--- src/design/flash_ctrl_params.svh ---
`ifndef FLASH_CTRL_PARAMS_SVH
`define FLASH_CTRL_PARAMS_SVH

// ==========================================================
// Register addresses
`define FLASH_CTL_ADDR 12'hff8
`define FLASH_PAGE_ADDR 12'hff9
`define FLASH_FREQ_HI_ADDR 12'hffa
`define FLASH_FREQ_LO_ADDR 12'hffb

// ==========================================================
// Command codes written to the command register
`define CMD_RESET 8'h00
`define CMD_UNLOCK1 8'h73
`define CMD_UNLOCK2 8'h8c
`define CMD_SECPROT 8'h5e
`define CMD_PAGE_ERASE 8'h95
`define CMD_MASS_ERASE 8'h63

// ==========================================================
// Reset values and field layout
`define FREQ_RST 8'h00
`define PAGE_RST 8'h00
`define PROT_RST 8'h00
`define STATUS_RSVD 2'h0
`define PAGE_LSB 9

// ==========================================================
// Timing
`define US_PER_MS 32'd1000
`define PROG_TIME_US 16'd40
`define PERASE_TIME_US 16'd10000
`define MERASE_TIME_US 16'd20000

`endif

--- src/design/flash_ctrl_pkg.sv ---
`default_nettype none
package flash_ctrl_pkg;

  // Codes are the values software sees in the status field.
  typedef enum logic [5:0] {
    ST_LOCKED = 6'h00,
    ST_UNL1 = 6'h01,
    ST_UNL2 = 6'h02,
    ST_UNLOCKED = 6'h03,
    ST_SECPROT = 6'h04,
    ST_PROG = 6'h08,
    ST_PERASE = 6'h10,
    ST_MERASE = 6'h20
  } fstate_t;

  typedef enum logic [1:0] {
    SEQ_IDLE = 2'b00,
    SEQ_CLEARED = 2'b01,
    SEQ_PAGE = 2'b11
  } seq_t;

endpackage
`default_nettype wire

--- src/design/flash_program_erase_controller.sv ---
// How it works
// Sequence byte program, page erase, mass erase.
// Two frequency bytes form kHz timing base.
// Software loads frequency before any operation.
// Software keeps clock between 20kHz and 20MHz.
// Reset leaves controller locked.
// Out-of-sequence command or page write locks.
// Unlock: 00, page, 73, 8C, same page.
// Command 5E maps sector protect onto page.
// Other commands unmap sector protect.
// Sector protect bits can only be set.
// Reset clears all sector protect bits.
// Protected sectors are never programmed or erased.
// Read-protect option refuses debug and bypass reads. The code refuses only dbgRdReq debug reads and has no bypass read path.
// Status reads and command writes share FF8.
// Status readable anytime without side effects.
// Status codes for lock, unlock steps, protect select.
// Busy codes for program, page and mass erase.
// Status bits 7 and 6 read zero.
// Program data while not unlocked is dropped.
// Page is checked against protection before start.
// Completion clears the busy code.
//
// Strobed register access was chosen for this implementation.
`timescale 1ns/1ps
`default_nettype none
`include "flash_ctrl_params.svh"

module flash_program_erase_controller
  import flash_ctrl_pkg::*;
#(
  parameter logic [15:0] PROG_TIME_US = `PROG_TIME_US,
  parameter logic [15:0] PERASE_TIME_US = `PERASE_TIME_US,
  parameter logic [15:0] MERASE_TIME_US = `MERASE_TIME_US,
  parameter int SEC_SHIFT = 1
) (
  input wire logic ref_clk,
  input wire logic rst,
  input wire logic [11:0] regAddr,
  input wire logic [7:0] regWrData,
  input wire logic regWr,
  input wire logic regRd,
  output logic [7:0] regRdData,
  input wire logic progWrReq,
  input wire logic [15:0] progWrAddr,
  input wire logic [7:0] progWrData,
  input wire logic readProtectOption,
  input wire logic dbgRdReq,
  output logic dbgRdGrant,
  output logic dbgRdDenied,
  output logic progDropped,
  output logic opBusy,
  output logic [15:0] arrAddr,
  output logic [7:0] arrData,
  output logic arrProgEn,
  output logic arrPageEraseEn,
  output logic arrMassEraseEn
);

  // ==========================================================
  // State
  fstate_t state_q, state_d;
  seq_t seq_q, seq_d;
  logic [7:0] page_q, page_d;
  logic [7:0] prot_q, prot_d;
  logic [7:0] freqHi_q, freqLo_q;
  logic startOp;
  logic [15:0] opTime;
  logic timerDone;
  logic pageProt, anyProt;

  // Both the present and the next state need the busy decode.
  function automatic logic isBusy(input fstate_t s);
    unique case (s)
      ST_PROG, ST_PERASE, ST_MERASE: isBusy = 1'b1;
      default: isBusy = 1'b0;
    endcase
  endfunction

  // ==========================================================
  // Register decode
  wire logic ctlWr = regWr && (regAddr == `FLASH_CTL_ADDR);
  wire logic pageWr = regWr && (regAddr == `FLASH_PAGE_ADDR);
  wire logic freqHiWr = regWr && (regAddr == `FLASH_FREQ_HI_ADDR);
  wire logic freqLoWr = regWr && (regAddr == `FLASH_FREQ_LO_ADDR);
  wire logic [15:0] khz = {freqHi_q, freqLo_q};
  wire logic busy = isBusy(state_q);
  wire logic [7:0] progPage = 8'(progWrAddr >> `PAGE_LSB);
  wire logic progOk = progWrReq && (state_q == ST_UNLOCKED)
    && (progPage == page_q) && !pageProt;
  wire logic cmdPageErase = ctlWr && (regWrData == `CMD_PAGE_ERASE)
    && (state_q == ST_UNLOCKED) && !pageProt;
  wire logic cmdMassErase = ctlWr && (regWrData == `CMD_MASS_ERASE)
    && (state_q == ST_UNLOCKED) && !anyProt;
  wire logic busyD = isBusy(state_d);

  // Reads have no side effects, so status polling is safe mid-operation.
  wire logic [7:0] rdData =
    !regRd ? 8'h00 :
    (regAddr == `FLASH_CTL_ADDR) ? {`STATUS_RSVD, state_q} :
    (regAddr == `FLASH_PAGE_ADDR) ? ((state_q == ST_SECPROT) ? prot_q : page_q) :
    (regAddr == `FLASH_FREQ_HI_ADDR) ? freqHi_q :
    (regAddr == `FLASH_FREQ_LO_ADDR) ? freqLo_q : 8'h00;

  sector_guard #(
    .SEC_SHIFT(SEC_SHIFT)
  ) u_guard (
    .page(page_q),
    .protBits(prot_q),
    .isProt(pageProt),
    .anyProt(anyProt)
  );

  flash_op_timer u_timer (
    .ref_clk(ref_clk),
    .rst(rst),
    .start(startOp),
    .khz(khz),
    .timeUs(opTime),
    .done(timerDone)
  );

  // ==========================================================
  // Unlock sequence and operation control
  // Command and page writes during an operation are ignored so that the
  // array timing cannot be cut short by a stray write.
  always_comb begin
    state_d = state_q;
    seq_d = seq_q;
    page_d = page_q;
    prot_d = prot_q;
    startOp = 1'b0;
    opTime = PROG_TIME_US;
    if (busy) begin
      if (timerDone) begin
        state_d = ST_UNLOCKED;
      end
    end else if (ctlWr) begin
      seq_d = SEQ_IDLE;
      if (regWrData == `CMD_RESET) begin
        state_d = ST_LOCKED;
        seq_d = SEQ_CLEARED;
      end else if (regWrData == `CMD_SECPROT) begin
        state_d = ST_SECPROT;
      end else if ((regWrData == `CMD_UNLOCK1) && (state_q == ST_LOCKED)
          && (seq_q == SEQ_PAGE)) begin
        state_d = ST_UNL1;
      end else if ((regWrData == `CMD_UNLOCK2) && (state_q == ST_UNL1)) begin
        state_d = ST_UNL2;
      end else if (cmdPageErase) begin
        state_d = ST_PERASE;
        startOp = 1'b1;
        opTime = PERASE_TIME_US;
      end else if (cmdMassErase) begin
        state_d = ST_MERASE;
        startOp = 1'b1;
        opTime = MERASE_TIME_US;
      end else begin
        state_d = ST_LOCKED;
      end
    end else if (pageWr) begin
      seq_d = SEQ_IDLE;
      if (state_q == ST_SECPROT) begin
        prot_d = prot_q | regWrData;
      end else begin
        page_d = regWrData;
        if ((state_q == ST_LOCKED) && (seq_q == SEQ_CLEARED)) begin
          seq_d = SEQ_PAGE;
        end else if ((state_q == ST_UNL2) && (regWrData == page_q)) begin
          state_d = ST_UNLOCKED;
        end else begin
          state_d = ST_LOCKED;
        end
      end
    end else if (progOk) begin
      state_d = ST_PROG;
      startOp = 1'b1;
    end
  end

  always_ff @(posedge ref_clk or posedge rst) begin
    if (rst) begin
      state_q <= ST_LOCKED;
      seq_q <= SEQ_IDLE;
      page_q <= `PAGE_RST;
      prot_q <= `PROT_RST;
    end else begin
      state_q <= state_d;
      seq_q <= seq_d;
      page_q <= page_d;
      prot_q <= prot_d;
    end
  end

  // The frequency may be changed at any time; the timer samples it only
  // when an operation starts.
  always_ff @(posedge ref_clk or posedge rst) begin
    if (rst) begin
      freqHi_q <= `FREQ_RST;
      freqLo_q <= `FREQ_RST;
    end else begin
      if (freqHiWr) begin
        freqHi_q <= regWrData;
      end
      if (freqLoWr) begin
        freqLo_q <= regWrData;
      end
    end
  end

  // ==========================================================
  // Array drive and answers
  always_ff @(posedge ref_clk or posedge rst) begin
    if (rst) begin
      arrAddr <= 16'h0000;
      arrData <= 8'h00;
      arrProgEn <= 1'b0;
      arrPageEraseEn <= 1'b0;
      arrMassEraseEn <= 1'b0;
      opBusy <= 1'b0;
    end else begin
      if (progOk && !busy && !ctlWr && !pageWr) begin
        arrAddr <= progWrAddr;
        arrData <= progWrData;
      end else if (cmdPageErase && !busy) begin
        arrAddr <= 16'(page_q) << `PAGE_LSB;
      end
      arrProgEn <= (state_d == ST_PROG);
      arrPageEraseEn <= (state_d == ST_PERASE);
      arrMassEraseEn <= (state_d == ST_MERASE);
      opBusy <= busyD;
    end
  end

  always_ff @(posedge ref_clk or posedge rst) begin
    if (rst) begin
      regRdData <= 8'h00;
      dbgRdGrant <= 1'b0;
      dbgRdDenied <= 1'b0;
      progDropped <= 1'b0;
    end else begin
      regRdData <= rdData;
      dbgRdGrant <= dbgRdReq && !readProtectOption;
      dbgRdDenied <= dbgRdReq && readProtectOption;
      progDropped <= progWrReq && (state_d != ST_PROG);
    end
  end
endmodule
`default_nettype wire

--- src/design/flash_op_timer.sv ---
`timescale 1ns/1ps
`default_nettype none
`include "flash_ctrl_params.svh"

module flash_op_timer (
  input wire logic ref_clk,
  input wire logic rst,
  input wire logic start,
  input wire logic [15:0] khz,
  input wire logic [15:0] timeUs,
  output logic done
);

  logic [31:0] cnt_q;
  wire logic [31:0] prod = 32'(khz) * 32'(timeUs);
  wire logic [31:0] quot = prod / `US_PER_MS;
  // A zero frequency would otherwise give an operation that never ends.
  wire logic [31:0] load = (quot == 32'h0) ? 32'h1 : quot;

  always_ff @(posedge ref_clk or posedge rst) begin
    if (rst) begin
      cnt_q <= 32'h0;
      done <= 1'b0;
    end else begin
      done <= (cnt_q == 32'h1) && !start;
      if (start) begin
        cnt_q <= load;
      end else if (cnt_q != 32'h0) begin
        cnt_q <= cnt_q - 32'h1;
      end
    end
  end

endmodule
`default_nettype wire

--- src/design/sector_guard.sv ---
`timescale 1ns/1ps
`default_nettype none

module sector_guard #(
  parameter int SEC_SHIFT = 1
) (
  input wire logic [7:0] page,
  input wire logic [7:0] protBits,
  output logic isProt,
  output logic anyProt
);

  wire logic [7:0] sector = page >> SEC_SHIFT;
  // Pages beyond the eighth sector have no protection bit and stay writable.
  assign isProt = (sector < 8'h08) ? protBits[sector[2:0]] : 1'b0;
  assign anyProt = |protBits;

endmodule
`default_nettype wire

--- config.mk ---
export PLATFORM = sky130hd
export DESIGN_NAME = flash_program_erase_controller
export DESIGN_NICKNAME = d
export VERILOG_FILES = /design/src/design/flash_ctrl_pkg.sv /design/src/design/flash_program_erase_controller.sv /design/src/design/flash_op_timer.sv /design/src/design/sector_guard.sv
export VERILOG_INCLUDE_DIRS = /design/src /design/src/design
export SDC_FILE = /design/constraint.sdc
export NUM_CORES = 1
export LEC_CHECK = 0
export BUFFER_PORTS_ARGS = -buffer_cell sky130_fd_sc_hd__buf_2
export CORE_ASPECT_RATIO = 1.75
export CORE_MARGIN = 3
export CORE_UTILIZATION = 55
export DETAILED_ROUTE_END_ITERATION = 8
export GPL_TIMING_DRIVEN = 0
export HOLD_SLACK_MARGIN = 0.05
export PLACE_DENSITY = 0.73
export SYNTH_ARGS = -nofsm -noshare
export SYNTH_HDL_FRONTEND = slang
export SYNTH_SLANG_ARGS = --single-unit
--- constraint.sdc ---
create_clock -name ref_clk -period 25.3 [get_ports ref_clk]
set_input_delay 0 -clock ref_clk [delete_from_list [all_inputs] [get_ports ref_clk]]
set_output_delay 0 -clock ref_clk [all_outputs]
set_load 0.05 [all_outputs]
Word-level counts from Yosys, hierarchy flattened

Index checks and enable logic that the tools add are counted.

Flip-flop bits (word level): 112
Bits of input ports: 51
Word-level logic and storage cells: 151

Add/subtract/negate cells: 1
$mul: 1
Div/mod/pow operators: 1
Magnitude comparators: 2
Equal/unequal tests: 25
Muxes and demuxes: 53
Bitwise gates (word level): 4
Reductions and logical operators: 46

Operators by type and width:

| kind                                                  | count |
|---|---|
| two-way mux 15 bit                                    | 8 |
| two-way mux 32 bit                                    | 3 |
| two-way mux 6 bit                                     | 13 |
| equality test 12 bit (second input constant)          | 4 |
| two-way mux 8 bit                                     | 6 |
| divider 32 x 10 -> 32 bit (second input constant)     | 1 |
| equality test 32 x 1 -> 1 bit (second input constant) | 1 |
| zero test 32 bit                                      | 1 |
| two-way mux 16 bit                                    | 2 |
| nonzero test 32 bit                                   | 1 |
| subtractor 32 x 1 -> 32 bit (second input constant)   | 1 |
| multiplier 16 x 15 -> 31 bit                          | 1 |
| logical AND 1 bit                                     | 26 |
| equality test 8 x 7 -> 1 bit (second input constant)  | 3 |
| equality test 8 bit (second input constant)           | 2 |
| two-way mux 1 bit                                     | 15 |
| equality test 6 x 2 -> 1 bit (second input constant)  | 2 |
| equality test 6 x 4 -> 1 bit (second input constant)  | 2 |
| equality test 6 x 5 -> 1 bit (second input constant)  | 2 |
| equality test 6 bit (second input constant)           | 2 |
| two-way mux 2 bit                                     | 5 |
| equality test 7 x 8 -> 1 bit                          | 1 |
| equality test 8 bit                                   | 1 |
| zero test 8 bit                                       | 1 |
| other kinds (17)                                      | 29 |

Logic depth before layout (Yosys ltp)

Gate-level depths: netlist (run 1).

Word-level depth: 18
Gate-level depth with buffers: 92
Mapped depth without buffers: 74

Cells and area by module

A second synthesis (run 1) with hierarchy kept.

Cell total of the unflattened synthesis: 2524
Area, all modules: 21102.7 µm²

By module, submodules not included:

| module                         | times used | cells an instance | area an instance (µm²) | sequential area each (µm²) |
|---|---|---|---|---|
| flash_op_timer                 | 1          | 2155              | 17146.4                | 825.8 |
| flash_program_erase_controller | 1          | 361               | 3873.7                 | 1976.9 |
| sector_guard                   | 1          | 8                 | 82.6                   | 0.0 |

Least setup slack after synthesis (run 1)

No wires, ideal clock.

Kind: reg-to-reg
From: reg page_q[1]
To: reg u_timer.cnt_q[0]
Setup time: 0.066 ns
Data arrival time: 20.923 ns
Path slack: 4.311 ns
Cell stages (with the launch flop): 80
Buffers on the path: 9
Cell sequence: dfrtp_1 clkbuf_1 mux4_2 mux2_2 a21oi_1 and4_1 clkbuf_1 or2_2 clkbuf_1 clkbuf_1 nand2_1 fa_1 inv_1 fa_1 fa_1 fa_1 inv_1 fa_1 [44 not listed] a21oi_2 mux2_4 a211o_1 mux2_4 a21oi_4 nand3_4 o41a_1 a31oi_1 mux2i_2 or3_4 o31ai_4 buf_6 a211oi_1 a211o_1 a2111oi_2 a311oi_1 a2111oi_2 a221o_1

Cells in the longest elaborated chain, start to end: 17
Elaborated cells between the ends (all ways): 31
Classes of those cells: 1 x mul; 1 x div; 1 x order compare; 1 x eq/ne; 21 x mux; 6 x reduce/logical

Ends and longest elaborated chain:

| what                                                                                  | line                                  | RTL |
|---|---|---|
| start: declaration                                                                    | flash_program_erase_controller.sv:64  | `logic [7:0] page_q, page_d;` |
| start signal: assignment                                                              | flash_program_erase_controller.sv:185 | `` page_q <= `PAGE_RST; `` |
| start signal: assignment                                                              | flash_program_erase_controller.sv:190 | `page_q <= page_d;` |
| parallel branches: the longest is 17 deep, another holds multiplier 16 x 15 -> 31 bit | --                                    |  |
| end signal: assignment                                                                | flash_op_timer.sv:27                  | `cnt_q <= load;` |
| end signal: assignment                                                                | flash_op_timer.sv:29                  | `cnt_q <= cnt_q - 32'h1;` |
| end: declaration                                                                      | flash_op_timer.sv:14                  | `logic [31:0] cnt_q;` |

Several ways; the timed one is not identified. The select of a mux whose other input is x is not followed.
A chain may end at the register's enable or synchronous reset.

Final worst setup path (run 1)

Ends and elaborated chain as after synthesis.

==> results_dict.tcl, run 1 <==
set metrics [dict create \
    outcome "complete, no violations" \
    synthFlopType "dfrtp_1" \
    drv_cap 0 \
    dp_slack_ns 1.004 \
    layout_common_cells "167 x nand2_1, 157 x inv_1, 131 x nor2_1, 127 x ha_1, 112 x dfrtp_1" \
    dieArea_um2 35270 \
    wire_per_inst_um 19.42 \
    fin_tns_setup_ns 0 \
    yosys.area.top_type "dfrtp_1" \
    ys_ff_latch 112 \
    crit_end "u_timer.cnt_q[0]" \
    p_leak_nw 9.087 \
    synth_area_um2 18130 \
    synth_warnings 0 \
    timing.critical_path.mode_cell "fa_1" \
    hold_depth 3 \
    grt.total_usage_pct 28.48 \
    drc 0 \
    die_h_um 246.2 \
    clkTransAtPathRegs_ns 0.08 \
    ys_top_cells_by_area "dfrtp_1 15%, fa_1 10%, ha_1 8.8%, nand2_1 3.5%, inv_1 3.3%" \
    postRouteAntennaNets 0 \
    final_common_cell "nand2_1" \
    grt_overflow 0 \
    area_growth_pct 8.756 \
    hold_viol_final 0 \
    switching_share_pct 25.39 \
    p_switching_mw 0.09219 \
    die_w_um 143.3 \
    vias_per_cell 6.395 \
    crit_arrival_ns 23.98 \
    fin_crit_sh_pct 93.59 \
    clkPwrFrac_pct 41.8 \
    dpl.hpwl_um 40880 \
    crit_path_top_delay_cell "fa_1" \
    cp_slowest_stage_delay_ns 0.59 \
    worstPathRequired_ns 25.60 \
    hp-start "regRd" \
    tightest_slew_ns 0.9714 \
    initial_core_util_pct 56.09 \
    cts-buffers-inserted 9 \
    ios 90 \
    reg2reg_slack_ns 1.62 \
    start_kind "register" \
    syn_nets 2331 \
    clock-sinks 112 \
    diodes 0 \
    fmax_mhz 42.23 \
    crit_path_max_fanout 10 \
    powerDensity_nw_per_um2 18.41 \
    yosysSeqAreaShare_pct 15.46 \
    max-vdd-ir-drop_uv 29.31 \
    n_fill_cell 2853 \
    ys_types 164 \
    period_needed_ns 23.68 \
    worstSetupEndpointType "register" \
    portBuffers 80 \
    p_int_mw 0.2710 \
    antenna_found_initial 0 \
    worstRegToRegCells 81 \
    rsz0062_at_grt "no" \
    drive_gt1_share_pct 19.08 \
    setup_viol 0 \
    hp-class "in2reg" \
    core_um2 32330 \
    drtIter0Drc 790 \
    nNetsFinal 2451 \
    dp_cells 2541 \
    clockBufferDepth 2 \
    wl_um 50210 \
    dr_total_vias 16530 \
    synth_cells 2060 \
    seqPwrFrac_pct 49.5 \
    slew_headroom_pct 34.74 \
    first_pass_iters 5 \
    clock_latency_ns 0.37 \
    htree_num_levels 3 \
    fin_worst_skew_ns 0.01083 \
    r2r-end "u_timer.cnt_q[0]" \
    synth.avg_cell_area_um2 8.803 \
    fin_ws_ns 1.621 \
    p_comb_share_pct 8.7 \
    critical_path_class "reg2reg" \
    core.rowCount 87 \
    grt_max_degree 64 \
    instances_no_fill 2585 \
    r2r-start "page_q[1]" \
    async_flop_share_pct 100.0 \
    tritoncts "built" \
    synth_edf_count 0 \
    place_congestion 0.9497 \
    grt_pass1_wl_um 83190 \
    root_buffer "clkbuf_16" \
    grt_pass1_vias 17050 \
    slew_viol_final 0 \
    startpoint "page_q[1]" \
    yosysTopAreaCellShare_pct 15.46 \
]
[sequential cells by signal, summed over array words and instances (netlist names), 2 cells and up]
register	flops
prot_q	8
state_q	6
u_timer.cnt_q	32
seq_q	2
arrData	8
regRdData	8
freqLo_q	8
freqHi_q	8
page_q	8
arrAddr	16
[worst min-delay path by stage]
stage,slack [ns],to
2_1_floorplan,0.07,dbgRdGrant
3_3_place_gp,0.16,dbgRdGrant
3_5_place_dp,0.13,arrProgEn
4_1_cts,0.07,regRdData[2]
5_1_grt,0.12,regRdData[3]
6_report,0.09,regRdData[2]
[stage by stage]
step	cell area [um2]	hold slack, ns	utilization (%)	power, mW
final	19720	0.09068	61.00	0.3632
after global routing	19720	0.1242	61.00	0.3736
after CTS	19660	0.06861	60.82	0.3646
after detailed placement	19060	0.1336	58.97	0.2110
after global placement	19030	0.1614	58.88	0.2099
after floorplan	18130	0.06564	-	0.2013
[metal layers]
layer	vias to the layer above	part of all wire, %	global-route usage [%]
met5	-	0	0
met4	0	4.7	12.33
met3	155	3.1	2.331
met2	469	55	55.86
met1	8079	37	30.30
li1	7828	-	-
[repair_timing]
item | in CTS | in global routing
setup endpoints to repair | 0 | 2
endpoints found under the hold margin | 76 | 0
buffers inserted | 0 | 0
hold buffers | 29 | 0
resized for setup | 0 | 12
[critical path: cells and delay by family, from the launching register on]
| family | cells | cell delay (ns) |
|---|---|---|
| compound gates | 38 | 10.44 |
| mux | 5 | 2.09 |
| xor+xnor | 2 | 0.90 |
| fa+ha+maj | 7 | 3.26 |
| simple gates | 15 | 3.81 |
| flops | 1 | 0.33 |
| buf+inv | 14 | 2.70 |
[cell usage after synthesis (20+ instances only)]
cell      number
a211oi_1      21
a21o_1        27
a21oi_1       85
a31oi_1       26
and2_1        76
buf_6         20
clkbuf_1      41
dfrtp_1      112
fa_1          93
ha_1         127
inv_1        158
mux2_2        48
mux2i_1       27
nand2_1      167
nand3_1       48
nand4_1       22
nor2_1       131
nor3_1        51
nor4_1        26
o211ai_1      26
o21ai_0       79
o22ai_1       32
xnor2_1       66
xor2_1        31
[logic make-up after synthesis]
kind of cell	synth area share, %
buf+inv	6.803
fa+ha+maj	19.49
simple gates	21.15
compound gates	25.43
flops	15.46
mux	6.244
xor+xnor	5.437
[power groups by stage]
stage	combinational, mW	clock (mW)	sequential, mW
after floorplan	0.0174	0	0.184
after global placement	0.0267	0	0.183
after detailed placement	0.0278	0	0.183
after CTS	0.0314	0.154	0.180
after global routing	0.0347	0.159	0.180
final	0.0317	0.152	0.180
[area by class of cell]
type / instances / area (um2) / area share (%)
tap: 400 / 500.5 / 2.538
buffer: 91 / 631.9 / 3.204
clock buffer: 9 / 225.2 / 1.142
inverter: 160 / 603.1 / 3.058
sequential: 112 / 2803 / 14.21
timing repair buffer: 110 / 718.2 / 3.642
multi-input combinational: 1696 / 14160 / 71.79
clock inverter: 7 / 82.58 / 0.4187
(Power assumes the default switching activity.)
==> inputs of run 2 (changes only) <==
--- a/config.mk
+++ b/config.mk
@@ -14,6 +14,7 @@
 export GPL_TIMING_DRIVEN = 0
 export HOLD_SLACK_MARGIN = 0.05
 export PLACE_DENSITY = 0.73
+export REMOVE_ABC_BUFFERS = 1
 export SYNTH_ARGS = -nofsm -noshare
 export SYNTH_HDL_FRONTEND = slang
 export SYNTH_SLANG_ARGS = --single-unit
==> constraint.sdc (replaced) <==
create_clock -name ref_clk -period 25.9 [get_ports ref_clk]
set_input_delay 0 -clock ref_clk [delete_from_list [all_inputs] [get_ports ref_clk]]
set_output_delay 0 -clock ref_clk [all_outputs]
set_load 0.05 [all_outputs]
==> results_dict.tcl, run 2 (synthesis gave the netlist of run 1 again) <==
set metrics [dict create \
    cts-buffers-inserted 9 \
    hold_depth 3 \
    reg2reg_slack_ns 1.32 \
    p_int_mw 0.2556 \
    startpoint "state_q[5]" \
    antenna_found_initial 0 \
    crit_path_top_delay_cell "nor4_1" \
    grt_max_degree 62 \
    ios 90 \
    start_kind "register" \
    drive_gt1_share_pct 18.05 \
    cp_slowest_stage_delay_ns 0.68 \
    first_pass_iters 5 \
    slew_headroom_pct 25.98 \
    tightest_slew_ns 1.106 \
    vias_per_cell 6.485 \
    area_growth_pct 6.189 \
    critical_path_class "reg2reg" \
    r2r-start "state_q[5]" \
    crit_end "u_timer.cnt_q[0]" \
    dp_slack_ns 0.1051 \
    largest_reg_flops 32 \
    portBuffers 89 \
    p_comb_share_pct 9.1 \
    worstRegToRegCells 69 \
    fin_ws_ns 1.325 \
    outcome "complete, no violations" \
    fin_crit_sh_pct 94.89 \
    grt_pass1_vias 16570 \
    dieArea_um2 35270 \
    drv_cap 0 \
    top_regs "u_timer.cnt_q: 32 flops, arrAddr: 16 flops" \
    n_fill_cell 2823 \
    worstSetupEndpointType "register" \
    powerDensity_nw_per_um2 17.91 \
    initial_core_util_pct 56.09 \
    hold_viol_final 0 \
    max-vdd-ir-drop_uv 24.80 \
    slew_viol_final 0 \
    worstPathRequired_ns 26.21 \
    stdcell_area_um2 19260 \
    clockBufferDepth 2 \
    htree_num_levels 3 \
    fmax_mhz 40.69 \
    setup_viol 0 \
    seqPwrFrac_pct 50.9 \
    fin_worst_skew_ns 0.009994 \
    postRouteAntennaNets 0 \
    grt_overflow 0 \
    drc 0 \
    p_switching_mw 0.08924 \
    final_common_cell "nand2_1" \
    p_leak_nw 8.860 \
    die_h_um 246.2 \
    rsz0062_at_grt "no" \
    clock-sinks 112 \
    crit_arrival_ns 24.88 \
    layout_common_cells "167 x nand2_1, 157 x inv_1, 131 x nor2_1, 127 x ha_1, 112 x dfrtp_1" \
    diodes 0 \
    whs_ns 0.05233 \
    clkTransAtPathRegs_ns 0.08 \
    core_um2 32330 \
    die_w_um 143.3 \
    wl_um 47950 \
    drtIter0Drc 811 \
    wire_per_inst_um 19.06 \
    period_needed_ns 24.58 \
    r2r-end "u_timer.cnt_q[0]" \
    utilization_pct 59.56 \
    dpl_cell_area_um2 18520 \
    core.rowCount 87 \
    hp-class "in2reg" \
    root_buffer "clkbuf_16" \
    tritoncts "built" \
    regMostFlops "u_timer.cnt_q" \
    grt_pass1_wl_um 79470 \
    crit_path_max_fanout 20 \
    switching_share_pct 25.88 \
    nNetsFinal 2382 \
    place_congestion 0.9342 \
    dr_total_vias 16320 \
    timing.critical_path.mode_cell "fa_1" \
    clock_latency_ns 0.37 \
    dpl.hpwl_um 38050 \
    grt.total_usage_pct 27.11 \
    clkPwrFrac_pct 40.0 \
]
## run 2: changes by cell type in the layout (fill, tap and decap cells not counted), moves of 2 or more
cell           change
buf_6             -18
clkbuf_1          -38
xnor2_1            +2
clkbuf_8           -2
dlygate4sd3_1      +6
buf_4             -11
inv_6              -3
clkbuf_2           -2
xnor2_2            -2
## run 2: layout make-up
class / count / area [um2] / share of cell area, %
Multi-Input combinational cell: 1696 / 14160 / 73.55
Sequential cell: 112 / 2803 / 14.55
Timing Repair Buffer: 132 / 895.9 / 4.652
Inverter: 160 / 603.1 / 3.132
Tap cell: 400 / 500.5 / 2.599
Clock buffer: 9 / 225.2 / 1.170
Clock inverter: 7 / 66.31 / 0.3444
## run 2: through the flow
stage	setup TNS, ns	total power, mW	cells
global placement	-1.643	0.2045	2457
CTS	0	0.3465	2514
global route	0	0.3548	2516
detailed placement	0	0.2056	2461
floorplan	0	0.1943	1968
finish	0	0.3448	2516
## run 2: what timing repair did
item,in CTS,in global routing
hold endpoints to repair,92,0
endpoints found under the setup margin,1,3
hold buffers,37,0
buffers inserted,0,2
pin swaps,0,1
resized for setup,1,8
## run 2: power by group through the flow
stage / Sequential (mW) / Combinational (mW) / Clock (mW)
2_1_floorplan: 0.180 / 0.0145 / 0
3_3_place_gp: 0.179 / 0.0254 / 0
3_5_place_dp: 0.179 / 0.0265 / 0
4_1_cts: 0.176 / 0.0310 / 0.140
5_1_grt: 0.176 / 0.0341 / 0.145
6_report: 0.176 / 0.0312 / 0.138
## run 2: how the worst min path moves through the flow
stage / startpoint / to / slack, ns
final: regRd / regRdData[1] / 0.05
after detailed placement: rst / arrAddr[0] / 0.15
after CTS: regRd / regRdData[5] / 0.06
after global routing: regRd / regRdData[3] / 0.1
after global placement: readProtectOption / dbgRdGrant / 0.17
after floorplan: readProtectOption / dbgRdGrant / 0.07
## run 2: routing by layer
metal  wire length (um)  vias up  GRT usage, %
li1                   -     7700             -
met1              17780     7882         27.84
met2              26000      532         53.39
met3               1522      202         2.331
met4               2643        0         13.33
met5                  0        -             0
## run 2: critical path, delay by kind of cell (launching register included)
| kind | cells | cell delay, ns |
|---|---|---|
| compound gates | 37 | 13.18 |
| xor+xnor | 1 | 0.49 |
| fa+ha+maj | 7 | 3.39 |
| buf+inv | 2 | 0.13 |
| flops | 1 | 0.50 |
| mux | 7 | 2.26 |
| simple gates | 15 | 4.51 |
